<file path="src/verilog/sfd_pkg.sv">
// sfd_pkg: register map, field positions and reset values of the serial port.
// assumes a 32-bit classic wishbone slave, one register per aligned word.
package sfd_pkg;
	// register indices; byte address is four times the index
	localparam logic [2:0] IDX_CTRLA = 3'h0;
	localparam logic [2:0] IDX_CTRLB = 3'h1;
	localparam logic [2:0] IDX_IRQEN = 3'h2;
	localparam logic [2:0] IDX_FLAGS = 3'h3;
	localparam logic [2:0] IDX_DATA = 3'h4;
	// control A fields
	localparam int B_LSB_FIRST = 6;
	localparam int B_MASTER = 5;
	// control B fields
	localparam int B_BUF_EN = 7;
	localparam int B_SEL_DIS = 2;
	localparam int B_MODE_HI = 1;
	localparam int B_MODE_LO = 0;
	// enable and flag positions
	localparam int B_RXC = 7;
	localparam int B_TXC = 6;
	localparam int B_DRE = 5;
	localparam int B_SST = 4;
	localparam int B_IE = 0;
	localparam int B_IF = 7;
	localparam int B_WCOL = 6;
	localparam int B_OVF = 0;
	localparam logic [7:0] RST_REG = 8'h00;
	localparam logic [3:0] BITS_PER_BYTE = 4'h8;
	localparam logic [4:0] HALVES_PER_BYTE = 5'h10;
	localparam int SYNC_STAGES = 3;
	localparam int N_SYNC = 4;
endpackage

</file>
<file path="src/verilog/sfd_spi_port.sv">
// sfd_spi_port: spi shifter, flags, interrupt enables and data port.
// assumes wishbone master on clk_i; serial pins come from another domain.
`timescale 1ns/1ns
`default_nettype none
module sfd_spi_port #(
	parameter int HALF_DIV = 4 // clk_i cycles per sck half period
) (
	input wire logic clk_i, // system clock
	input wire logic rst_i, // synchronous reset, high
	input wire logic wb_cyc_i, // bus cycle
	input wire logic wb_stb_i, // strobe
	input wire logic wb_we_i, // write
	input wire logic [4:0] wb_adr_i, // byte address
	input wire logic [3:0] wb_sel_i, // byte enables
	input wire logic [31:0] wb_dat_i, // write data
	output logic [31:0] wb_dat_o, // read data
	output logic wb_ack_o, // acknowledge
	output logic irq_o, // interrupt request
	input wire logic irq_ack_i, // vector taken pulse
	input wire logic sck_i, // sck pin in
	output logic sck_o, // sck pin out
	output logic sck_oe_o, // sck drive
	input wire logic sel_n_i, // slave select, low
	input wire logic mosi_i, // mosi pin in
	output logic mosi_o, // mosi pin out
	output logic mosi_oe_o, // mosi drive
	input wire logic miso_i, // miso pin in
	output logic miso_o, // miso pin out
	output logic miso_oe_o // miso drive
);
	////////////////////////////////////////////////////////////////
	logic [7:0] ctrla, ctrlb, irq_en, rxd, tx_sh, rx_sh, tx_buf, rd_byte;
	logic [7:0] rxb [2];
	logic [1:0] rx_cnt;
	logic [3:0] bit_cnt;
	logic [4:0] half_cnt;
	logic [15:0] div_cnt;
	logic [sfd_pkg::N_SYNC-1:0] s1, s2, s3, filt;
	logic mst, buf_en, sel_dis, cpol, cpha, lsb_first;
	logic acc, wr, rd, idx_hit_data, idx_hit_flags;
	logic running, sck_int, eff_prev, eff, edge_seen, lead, sample, setup;
	logic done, busy, sel_low, sdi, start_m, buf_load, norm_wr, new_xfer;
	logic if_flag, wcol, rxc, txc, sst, ovf, ovf_pend, tx_full, arm_if, arm_wc;
	logic pop, push, drop;
	localparam int SYNC_W = sfd_pkg::N_SYNC;
	localparam logic [15:0] DIV_LAST = 16'(HALF_DIV - 1);

	////////////////////////////////////////////////////////////////
	// pin synchronisers; a level counts once stages two and three agree
	genvar g;
	generate
		for (g = 0; g < SYNC_W; g++) begin : g_sync
			always_ff @(posedge clk_i) begin
				if (rst_i) begin
					s1[g] <= 1'b1;
					s2[g] <= 1'b1;
					s3[g] <= 1'b1;
					filt[g] <= 1'b1;
				end else begin
					s1[g] <= (g == 0) ? sck_i : (g == 1) ? sel_n_i : (g == 2) ? mosi_i : miso_i;
					s2[g] <= s1[g];
					s3[g] <= s2[g];
					if (s2[g] == s3[g]) begin
						filt[g] <= s3[g];
					end
				end
			end
		end
	endgenerate

	assign mst = ctrla[sfd_pkg::B_MASTER];
	assign lsb_first = ctrla[sfd_pkg::B_LSB_FIRST];
	assign buf_en = ctrlb[sfd_pkg::B_BUF_EN];
	assign sel_dis = ctrlb[sfd_pkg::B_SEL_DIS];
	assign cpol = ctrlb[sfd_pkg::B_MODE_HI];
	assign cpha = ctrlb[sfd_pkg::B_MODE_LO];
	assign sel_low = !filt[1];
	assign sdi = mst ? filt[3] : filt[2];

	////////////////////////////////////////////////////////////////
	// bus decode; side effects happen on the acknowledged edge
	assign acc = wb_cyc_i && wb_stb_i && wb_ack_o;
	assign wr = acc && wb_we_i && wb_sel_i[0];
	assign rd = acc && !wb_we_i;
	assign idx_hit_data = wb_adr_i[4:2] == sfd_pkg::IDX_DATA;
	assign idx_hit_flags = wb_adr_i[4:2] == sfd_pkg::IDX_FLAGS;
	// normal data write goes to the shifter
	assign norm_wr = wr && idx_hit_data && !buf_en;
	assign pop = rd && idx_hit_data && buf_en && rx_cnt != 2'h0;
	// select low while master drops to slave
	assign drop = mst && sel_low && !sel_dis;

	// read mux; enables above bit 3 read zero outside buffer mode
	always_comb begin
		rd_byte = 8'h00;
		unique case (wb_adr_i[4:2])
			sfd_pkg::IDX_CTRLA: rd_byte = ctrla;
			sfd_pkg::IDX_CTRLB: rd_byte = ctrlb;
			sfd_pkg::IDX_IRQEN: rd_byte = buf_en ? irq_en : (irq_en & 8'h01);
			sfd_pkg::IDX_FLAGS: rd_byte = buf_en ? {rxc, txc, !tx_full, sst, 3'h0, ovf}
				: {if_flag, wcol, 6'h00};
			sfd_pkg::IDX_DATA: rd_byte = buf_en ? rxb[0] : rxd;
			default: rd_byte = 8'h00;
		endcase
	end

	// single wait state ack; unmapped addresses answer zero
	always_ff @(posedge clk_i) begin
		if (rst_i) begin
			wb_ack_o <= 1'b0;
			wb_dat_o <= 32'h00000000;
		end else begin
			wb_ack_o <= wb_cyc_i && wb_stb_i && !wb_ack_o;
			wb_dat_o <= {24'h000000, rd_byte};
		end
	end

	////////////////////////////////////////////////////////////////
	// control registers; the master bit also falls on select low
	always_ff @(posedge clk_i) begin
		if (rst_i) begin
			ctrla <= sfd_pkg::RST_REG;
			ctrlb <= sfd_pkg::RST_REG;
			irq_en <= sfd_pkg::RST_REG;
		end else begin
			if (wr && wb_adr_i[4:2] == sfd_pkg::IDX_CTRLA) begin
				ctrla <= wb_dat_i[7:0] & 8'h60;
			end else if (drop) begin
				ctrla[sfd_pkg::B_MASTER] <= 1'b0;
			end
			if (wr && wb_adr_i[4:2] == sfd_pkg::IDX_CTRLB) begin
				ctrlb <= wb_dat_i[7:0] & 8'h87;
			end
			if (wr && wb_adr_i[4:2] == sfd_pkg::IDX_IRQEN) begin
				irq_en <= wb_dat_i[7:0] & 8'hF1;
			end
		end
	end

	////////////////////////////////////////////////////////////////
	// master clock generator: sixteen half periods per byte
	assign busy = mst ? running : (sel_low && bit_cnt != 4'h0);
	assign start_m = mst && !running && ((norm_wr) || buf_load);
	always_ff @(posedge clk_i) begin
		if (rst_i) begin
			running <= 1'b0;
			sck_int <= 1'b0;
			half_cnt <= 5'h00;
			div_cnt <= 16'h0000;
		end else if (!mst || drop) begin
			running <= 1'b0;
			sck_int <= cpol;
		end else if (start_m) begin
			running <= 1'b1;
			half_cnt <= 5'h00;
			div_cnt <= 16'h0000;
			sck_int <= cpol;
		end else if (running) begin
			// stop one cycle after the last toggle, so its edge is still seen
			if (half_cnt == sfd_pkg::HALVES_PER_BYTE) begin
				running <= 1'b0;
			end else if (div_cnt == DIV_LAST) begin
				div_cnt <= 16'h0000;
				sck_int <= !sck_int;
				half_cnt <= half_cnt + 5'h01;
			end else begin
				div_cnt <= div_cnt + 16'h0001;
			end
		end else begin
			sck_int <= cpol;
		end
	end

	////////////////////////////////////////////////////////////////
	// edge finder on whichever clock drives the shifter
	assign eff = mst ? sck_int : filt[0];
	assign edge_seen = (eff != eff_prev) && (mst ? running : sel_low);
	assign lead = edge_seen && (eff != cpol);
	assign sample = cpha ? (edge_seen && !lead) : lead;
	assign setup = cpha ? lead : (edge_seen && !lead);
	assign done = sample && bit_cnt == sfd_pkg::BITS_PER_BYTE - 4'h1;
	assign new_xfer = start_m || (!mst && sample && bit_cnt == 4'h0);
	// slave loads staged byte between bytes, master only when idle
	assign buf_load = buf_en && tx_full && !busy && !(mst && running);
	always_ff @(posedge clk_i) begin
		if (rst_i) begin
			eff_prev <= 1'b0;
		end else begin
			eff_prev <= eff;
		end
	end

	// shifters; the first bit of a byte is presented at load
	always_ff @(posedge clk_i) begin
		if (rst_i) begin
			tx_sh <= sfd_pkg::RST_REG;
			rx_sh <= sfd_pkg::RST_REG;
			bit_cnt <= 4'h0;
		end else begin
			if (norm_wr && !busy) begin
				tx_sh <= wb_dat_i[7:0];
			end else if (buf_load) begin
				tx_sh <= tx_buf;
			end else if (setup && bit_cnt != 4'h0) begin
				tx_sh <= lsb_first ? {1'b0, tx_sh[7:1]} : {tx_sh[6:0], 1'b0};
			end
			if (!mst && !sel_low) begin
				bit_cnt <= 4'h0;
			end else if (sample) begin
				rx_sh <= lsb_first ? {sdi, rx_sh[7:1]} : {rx_sh[6:0], sdi};
				bit_cnt <= done ? 4'h0 : bit_cnt + 4'h1;
			end
		end
	end

	////////////////////////////////////////////////////////////////
	// receive register and two-entry buffer
	assign push = done && buf_en && (rx_cnt != 2'h2 || pop);
	always_ff @(posedge clk_i) begin
		if (rst_i) begin
			rxd <= sfd_pkg::RST_REG;
			rxb[0] <= sfd_pkg::RST_REG;
			rxb[1] <= sfd_pkg::RST_REG;
			rx_cnt <= 2'h0;
		end else begin
			if (done) begin
				rxd <= lsb_first ? {sdi, rx_sh[7:1]} : {rx_sh[6:0], sdi};
			end
			// pop shifts the back entry forward
			if (pop) begin
				rxb[0] <= rxb[1];
			end
			if (push) begin
				rxb[(pop ? rx_cnt - 2'h1 : rx_cnt) == 2'h0 ? 0 : 1] <=
					lsb_first ? {sdi, rx_sh[7:1]} : {rx_sh[6:0], sdi};
			end
			rx_cnt <= rx_cnt + {1'b0, push} - {1'b0, pop};
			if (!buf_en) begin
				rx_cnt <= 2'h0;
			end
		end
	end

	always_ff @(posedge clk_i) begin
		if (rst_i) begin
			tx_buf <= sfd_pkg::RST_REG;
			tx_full <= 1'b0;
		end else if (!buf_en) begin
			tx_full <= 1'b0;
		end else if (wr && idx_hit_data) begin
			// data write clears the empty flag
			tx_buf <= wb_dat_i[7:0];
			tx_full <= 1'b1;
		end else if (buf_load) begin
			tx_full <= 1'b0;
		end
	end

	////////////////////////////////////////////////////////////////
	// normal mode flags; flags read arms, data access clears, set wins
	always_ff @(posedge clk_i) begin
		if (rst_i) begin
			if_flag <= 1'b0;
			wcol <= 1'b0;
			arm_if <= 1'b0;
			arm_wc <= 1'b0;
		end else begin
			if (rd && idx_hit_flags && !buf_en) begin
				arm_if <= if_flag;
				arm_wc <= wcol;
			end else if (acc && idx_hit_data) begin
				arm_if <= 1'b0;
				arm_wc <= 1'b0;
			end
			// set on byte end or fall back; clears
			if ((done && !buf_en) || (drop && !buf_en)) begin
				if_flag <= 1'b1;
			end else if (irq_ack_i || (acc && idx_hit_data && arm_if)) begin
				if_flag <= 1'b0;
			end
			if (norm_wr && busy) begin
				wcol <= 1'b1;
			end else if (acc && idx_hit_data && arm_wc) begin
				wcol <= 1'b0;
			end
		end
	end

	// buffer mode flags; write one clears, hardware set wins
	always_ff @(posedge clk_i) begin
		if (rst_i) begin
			rxc <= 1'b0;
			txc <= 1'b0;
			sst <= 1'b0;
			ovf <= 1'b0;
			ovf_pend <= 1'b0;
		end else begin
			if (push) begin
				rxc <= 1'b1;
			end else if ((pop && rx_cnt == 2'h1) || (wr && idx_hit_flags
				&& wb_dat_i[sfd_pkg::B_RXC])) begin
				rxc <= 1'b0;
			end
			if (done && buf_en && !tx_full) begin
				txc <= 1'b1;
			end else if (wr && idx_hit_flags && wb_dat_i[sfd_pkg::B_TXC]) begin
				txc <= 1'b0;
			end
			if (drop && buf_en) begin
				sst <= 1'b1;
			end else if (wr && idx_hit_flags && wb_dat_i[sfd_pkg::B_SST]) begin
				sst <= 1'b0;
			end
			// overflow held back until data waits or a transfer starts
			if (done && buf_en && rx_cnt == 2'h2 && !pop) begin
				ovf_pend <= 1'b1;
			end else if (tx_full || new_xfer) begin
				ovf_pend <= 1'b0;
			end
			if (ovf_pend && (tx_full || new_xfer)) begin
				ovf <= 1'b1;
			end else if ((rd && idx_hit_data) || (wr && idx_hit_flags
				&& wb_dat_i[sfd_pkg::B_OVF])) begin
				ovf <= 1'b0;
			end
		end
	end

	////////////////////////////////////////////////////////////////
	// interrupt request and pins
	always_comb begin
		if (buf_en) begin
			irq_o = (irq_en[sfd_pkg::B_RXC] && rxc) || (irq_en[sfd_pkg::B_TXC] && txc)
				|| (irq_en[sfd_pkg::B_DRE] && !tx_full) || (irq_en[sfd_pkg::B_SST] && sst);
		end else begin
			irq_o = irq_en[sfd_pkg::B_IE] && if_flag;
		end
	end

	// master drives sck and mosi, selected slave drives miso
	assign sck_o = sck_int;
	assign sck_oe_o = mst;
	assign mosi_o = lsb_first ? tx_sh[0] : tx_sh[7];
	assign mosi_oe_o = mst;
	assign miso_o = lsb_first ? tx_sh[0] : tx_sh[7];
	assign miso_oe_o = !mst && sel_low;
endmodule // sfd_spi_port
`default_nettype wire
</file>
<file path="config.mk">
export PLATFORM = sky130hd
export DESIGN_NAME = sfd_spi_port
export DESIGN_NICKNAME = d
export VERILOG_FILES = /design/src/verilog/sfd_pkg.sv /design/src/verilog/sfd_spi_port.sv
export SDC_FILE = /design/constraint.sdc
export NUM_CORES = 1
export LEC_CHECK = 0
export ABC_AREA = 0
export BUFFER_PORTS_ARGS = -buffer_cell sky130_fd_sc_hd__buf_2
export CORE_AREA = 2 2 129 131
export CTS_CLUSTER_DIAMETER = 120
export CTS_CLUSTER_SIZE = 12
export DETAILED_ROUTE_END_ITERATION = 6
export DIE_AREA = 0 0 131 133
export PLACE_DENSITY = 0.61
export SYNTH_ARGS = -nofsm -noshare
export SYNTH_HDL_FRONTEND = slang
export SYNTH_SLANG_ARGS = --single-unit
</file>
<file path="constraint.sdc">
create_clock -name clk_i -period 3.5 [get_ports clk_i]
set_input_delay 0.35 -clock clk_i [delete_from_list [all_inputs] [get_ports clk_i]]
set_output_delay 0.35 -clock clk_i [all_outputs]
set_load 0.005 [all_outputs]
</file>
* Word level (Yosys, flattened, before mapping) *
Memories as Yosys holds them, arrays and structs flattened.
Cells that the tools add are included.

word-level totals
  bits in registers = 132
  RAM bits = 16
  input bits = 51
  output and inout port bits = 40
  memories kept = 1

memory list
  name  depth  bits a word  read ports  clocked after memory_dff  write ports  RTL line            RTL
  rxb   2      8            2           0                         2            sfd_spi_port.sv:33  logic [7:0] rxb [2];

operators by class
  add/sub/neg operators = 6
  equality and inequality tests = 19
  multiplexer cells = 69
  bitwise gates (word level) = 4
  reductions and logical operators = 111

operators by type and width
  operator                 number
  $mux W8                  10
  $mux W16                 4
  $logic_and A1 B1 Y1      59
  $mux W1                  48
  $pmux W8 S5              1
  $reduce_bool A2 Y1       13
  $mux W5                  4
  $add A16 B1 Y16 const B  1
  $eq A16 B2 Y1 const B    1
  $logic_not A1 Y1         13
  $logic_or A1 B1 Y1       12
  $reduce_or A8 Y1         1
  $eq A3 B2 Y1 const B     2
  $reduce_and A2 Y1        3
  $reduce_or A2 Y1         3
  $add A5 B1 Y5 const B    1
  $eq A5 B5 Y1 const B     1
  $add A4 B1 Y4 const B    1
  $eq A1 B1 Y1             4
  $eq A4 B3 Y1 const B     1
  $logic_not A4 Y1         1
  $mux W4                  1
  $ne A2 B2 Y1 const B     2
  $ne A4 B1 Y1 const B     1
  other kinds (18)         21

* Longest topological paths before layout *
  word-level depth = 15
  mapped depth = 13

* Worst setup path after synthesis *
OpenSTA, ideal clock, no wires.

  kind = reg2reg
  start = register ctrla[5]
  end = register rx_cnt[1]
  library setup time = 115 ps
  arrival time = 2,513 ps
  path slack = 872 ps
  cell stages (with the launch flop) = 14
  buffers on the path = 2
  clock period less this slack = 2,628 ps
  cell sequence = dfxtp_1 -> buf_4 -> or2_1 -> inv_2 -> a2bb2oi_2 -> nor4_4 -> buf_4 -> nand3_1 -> ha_1 -> inv_1 -> ha_1 -> xnor2_1 -> xnor2_1 -> nor2_1

on the way
  longest elaborated chain between the ends = 12
  elaborated cells on any way between the ends = 14
  classes of those cells = add/sub: 2; eq/ne: 2; mux: 3; reduce/logical: 7

RTL lines
  element                               RTL line             RTL
  from (decl)                           sfd_spi_port.sv:32   logic [7:0] ctrla, ctrlb, irq_en, rxd, tx_sh, rx_sh, tx_buf, rd_byte;
  from (signal assigned)                sfd_spi_port.sv:122  ctrla <= sfd_pkg::RST_REG;
  from (signal assigned)                sfd_spi_port.sv:127  ctrla <= wb_dat_i[7:0] & 8'h60;
  $mux W1                               sfd_spi_port.sv:176  assign eff = mst ? sck_int : filt[0];
  $ne A1 B1 Y1                          sfd_spi_port.sv:177  assign edge_seen = (eff != eff_prev) && (mst ? running : sel_low);
  $logic_and A1 B1 Y1                   sfd_spi_port.sv:177
  $logic_and A1 B1 Y1                   sfd_spi_port.sv:178  assign lead = edge_seen && (eff != cpol);
  $logic_not A1 Y1                      sfd_spi_port.sv:179  assign sample = cpha ? (edge_seen && !lead) : lead;
  $logic_and A1 B1 Y1                   sfd_spi_port.sv:179
  $mux W1 (*)                           sfd_spi_port.sv:179
  $logic_and A1 B1 Y1 (*)               sfd_spi_port.sv:181  assign done = sample && bit_cnt == sfd_pkg::BITS_PER_BYTE - 4'h1;
  $logic_and A1 B1 Y1 (*) (2 in a row)  sfd_spi_port.sv:218  assign push = done && buf_en && (rx_cnt != 2'h2 || pop);
  $add A2 B1 Y2 (*)                     sfd_spi_port.sv:237  rx_cnt <= rx_cnt + {1'b0, push} - {1'b0, pop};
  $sub A2 B1 Y2 (*)                     sfd_spi_port.sv:237
  to (signal assigned)                  sfd_spi_port.sv:237
  to (decl)                             sfd_spi_port.sv:34   logic [1:0] rx_cnt;

Mark *: on every way between the ends. The rest lies on a longest branch, timed or not.
A chain may end at the register's enable or synchronous reset.

==> run summary <==
The final-report hold violation count is 0. The most common flop cell mapped by yosys is sky130_fd_sc_hd__dfxtp_1. The clock-pin slew on the worst setup and hold paths is 0.05 ns.

The initial core utilization is 37.7%. The CTS buffer count is 17. CTS placed an instance of sky130_fd_sc_hd__clkbuf_16 at the clock tree root. The worst hold margin came out at 0.115 ns. The post-route netlist has 18.0% of its cells at a drive strength greater than 1. The CTS H-tree depth came out at 4. In the routed design, unresolved DRC markers number 0. TritonCTS built the clock tree.

The overall fraction of global-route tracks in use is 17.2%. The share of the clock period used by the worst path came out at roughly 83%. At the end of the flow the core is filled with cells to 43.3%. Of all nets on the critical path, the largest fanout is 16. The number of setup violations in the final report came out at 0. The tightest slew margin relative to the limit came out at 48.1%.

The core outline area is between 15,000 and 20,000 um2. The share of flip-flops with an asynchronous set or reset after synthesis is 0%. The first global-routing pass estimated about 23,000 um of wire. The synthesized netlist cell count is 655. For the worst setup path, the data arrival time is 2.98 ns.

The count of hold buffers inserted by post-cts repair came out at 0. The maximum number of pins on one net before global-route repair came out at between 40 and 50. By startpoint and endpoint, the worst setup path is classified as register to register. Across the run, the number of max-cap violations was 0. For the pin with the worst max-slew slack, the measured transition is 0.777 ns. The global placer's final weighted congestion is about 0.82.

The mapped netlist covers roughly 6000 um2. In this run the post-CTS setup repair buffer count came out at 0. The number of global-route vias before repair came out at 4,759. The maximum buffer depth of the clock tree came out at 2. After global routing the overflow that remains totals 0. The horizontal die dimension came out at 131 um.

Leaving out fill and tap cells, the most frequent cell in the layout is sky130_fd_sc_hd__dfxtp_1. Summing over every cut layer, the via total after detailed routing is slightly below 5,000. sky130_fd_sc_hd__dfxtp_1 takes more of the synthesized area than any other cell. For this run, the number of Yosys warnings is 0. The count of nets left with antenna violations once routing finished came out at 0. The via density per instance is 5.25. Summed over all cells, the static leakage comes to 0.00250 uW. From bottom edge to top edge, the die measures ~130 um.

Dividing total power by cell area gives a power density of about 480 nW/um2. The average wire length per cell after detail routing came out at 15.4 um. The estimated wirelength of the detail-placed design is 10,100 um. The total power draw is around 3400 uW.

By area the synthesized netlist is led by sky130_fd_sc_hd__dfxtp_1, sky130_fd_sc_hd__edfxtp_1, sky130_fd_sc_hd__mux2i_1. The layout net count came out at between 700 and 800. The maximum achievable frequency is ~350 MHz. The share of the Yosys chip area taken by registers is a little over two fifths. STA classifies the critical path endpoint as a register. The area growth from synthesis to layout is 14.9%. The final number of max-transition violations came out at 0. The number of antenna violations at the first check in global routing came out at 2. The final critical-path required period came out at 2.89 ns. The required time at the endpoint of the critical path is 3.58 ns. The CTS sink count came out at 124. The number of unique standard cell types used by synthesis came out at 81.

The post-cts sizing count came out at 0. The post-synthesis average cell area came out at a little over 9 um2. The number of synthesized flops with an enable pin is 16. The path category of the worst min-delay check is input port to register. Leaving out fill and tap cells, the most frequent cells in the layout are sky130_fd_sc_hd__dfxtp_1, sky130_fd_sc_hd__nor2_1, sky130_fd_sc_hd__a21oi_1. In this run the core area contains 47 standard-cell rows. In this run the tool buffered the top-level ports with 37 buffer cells. STA classifies the critical path startpoint as a register. 91 I/O pins were placed. The area of the die is 17,400 um2.

The accumulated negative setup slack is 0 ns. The wire length after detailed routing came out at 14,200 um. The maximum ir drop on the vdd rail is 350 uV. The top-area cell type share of the netlist area came out at 35.5%.

Setup repair after global routing left no endpoint under its margin. The first-iteration detailed-routing DRC count is 242. The flow ran to the end, and the final reports show no timing, DRC or antenna violations.

The pre-antenna-repair detailed-routing pass consisted of 7 iterations. The source-to-sink clock delay at the later pin of the worst-skew pair is 0.42 ns. The clock arrives with 0.00668 ns of skew. After synthesis the netlist holds a flip-flop and latch count of 124.
[flip-flops by register name (all words and copies together) (netlist names), 2 cells and up]
| register | count |
|---|---|
| wb_dat_o | 8 |
| div_cnt | 16 |
| s1 | 4 |
| irq_en | 5 |
| half_cnt | 5 |
| ctrla | 2 |
| rx_sh | 8 |
| tx_buf | 8 |
| rx_cnt | 2 |
| bit_cnt | 4 |
| rxb | 16 |
| ctrlb | 4 |
| tx_sh | 8 |
| s3 | 4 |
| rxd | 8 |
| s2 | 4 |
| filt | 4 |
[cell families after synthesis]
family | synth area share [%]
buf+inv | 6.36
simple gates | 21.1
mux | 8.95
flops | 43.3
other cells | 0.0615
compound gates | 16.0
xor+xnor | 2.13
fa+ha+maj | 2.05
[area by class of cell]
type | count | area, um2
multi-input cells | 481 | 3150
inverters | 17 | 63.8
well taps | 220 | 275
clock buffers | 21 | 450
repair buffers | 46 | 253
clock inverters | 11 | 166
flip-flops and latches | 124 | 2640
diodes | 1 | 2.50
fillers | 1595 | 9170
[synthesized netlist by cell type, types with 10 or more instances]
| cell type | number |
|---|---|
| sky130_fd_sc_hd__dfxtp_1 | 108 |
| sky130_fd_sc_hd__nor2_1 | 88 |
| sky130_fd_sc_hd__a21oi_1 | 42 |
| sky130_fd_sc_hd__mux2i_1 | 41 |
| sky130_fd_sc_hd__nand2_1 | 36 |
| sky130_fd_sc_hd__buf_4 | 29 |
| sky130_fd_sc_hd__o21ai_0 | 22 |
| sky130_fd_sc_hd__nand3_1 | 20 |
| sky130_fd_sc_hd__clkbuf_1 | 19 |
| sky130_fd_sc_hd__nor3_1 | 17 |
| sky130_fd_sc_hd__edfxtp_1 | 16 |
| sky130_fd_sc_hd__inv_1 | 16 |
| sky130_fd_sc_hd__or2_2 | 14 |
| sky130_fd_sc_hd__or3_1 | 11 |
| sky130_fd_sc_hd__ha_1 | 10 |
| sky130_fd_sc_hd__mux2_2 | 10 |
[power by group]
part           internal, uW  switching [uW]
clock network          1210             628
registers              1460            6.12
logic                  25.1            65.1
[stage by stage]
stage | instances | instance area, um2 | setup WS [ns]
after floorplan | 678 | 6180 | 0.872
after global placement | 888 | 6390 | 0.661
after detailed placement | 888 | 6390 | 0.574
after CTS | 920 | 7000 | 0.573
after global routing | 920 | 7000 | 0.351
final | 921 | 7010 | 0.606
[final timing paths]
| kind | start | endpoint | slack [ns] | depth (start not counted) |
|---|---|---|---|---|
| min reg2reg | s1[1] | s2[1] | 0.41 | 1 |
| max | ctrla[5] | rxb[1][3] | 0.61 | 6 |
| max reg2reg | ctrla[5] | rxb[1][3] | 0.61 | 6 |
| min | mosi_i | s1[2] | 0.12 | 2 |
[layer usage]
| layer | track usage, % | part of all wire (%) | up-vias |
|---|---|---|---|
| li1 | - | - | 2387 |
| met1 | 21.0 | 44 | 2295 |
| met2 | 28.3 | 49 | 115 |
| met3 | 4.08 | 3.9 | 32 |
| met4 | 8.39 | 3.1 | 2 |
| met5 | 0 | 0.063 | - |
[critical path: stages, from the launching register on]
cell	delay, ns
sky130_fd_sc_hd__dfxtp_1	0.73
sky130_fd_sc_hd__nand2_1	0.27
sky130_fd_sc_hd__a2bb2oi_2	0.28
sky130_fd_sc_hd__nor4_4	0.35
sky130_fd_sc_hd__buf_4	0.30
sky130_fd_sc_hd__nand4b_2	0.27
sky130_fd_sc_hd__nand2_1	0.36
(Power assumes the default switching activity.)
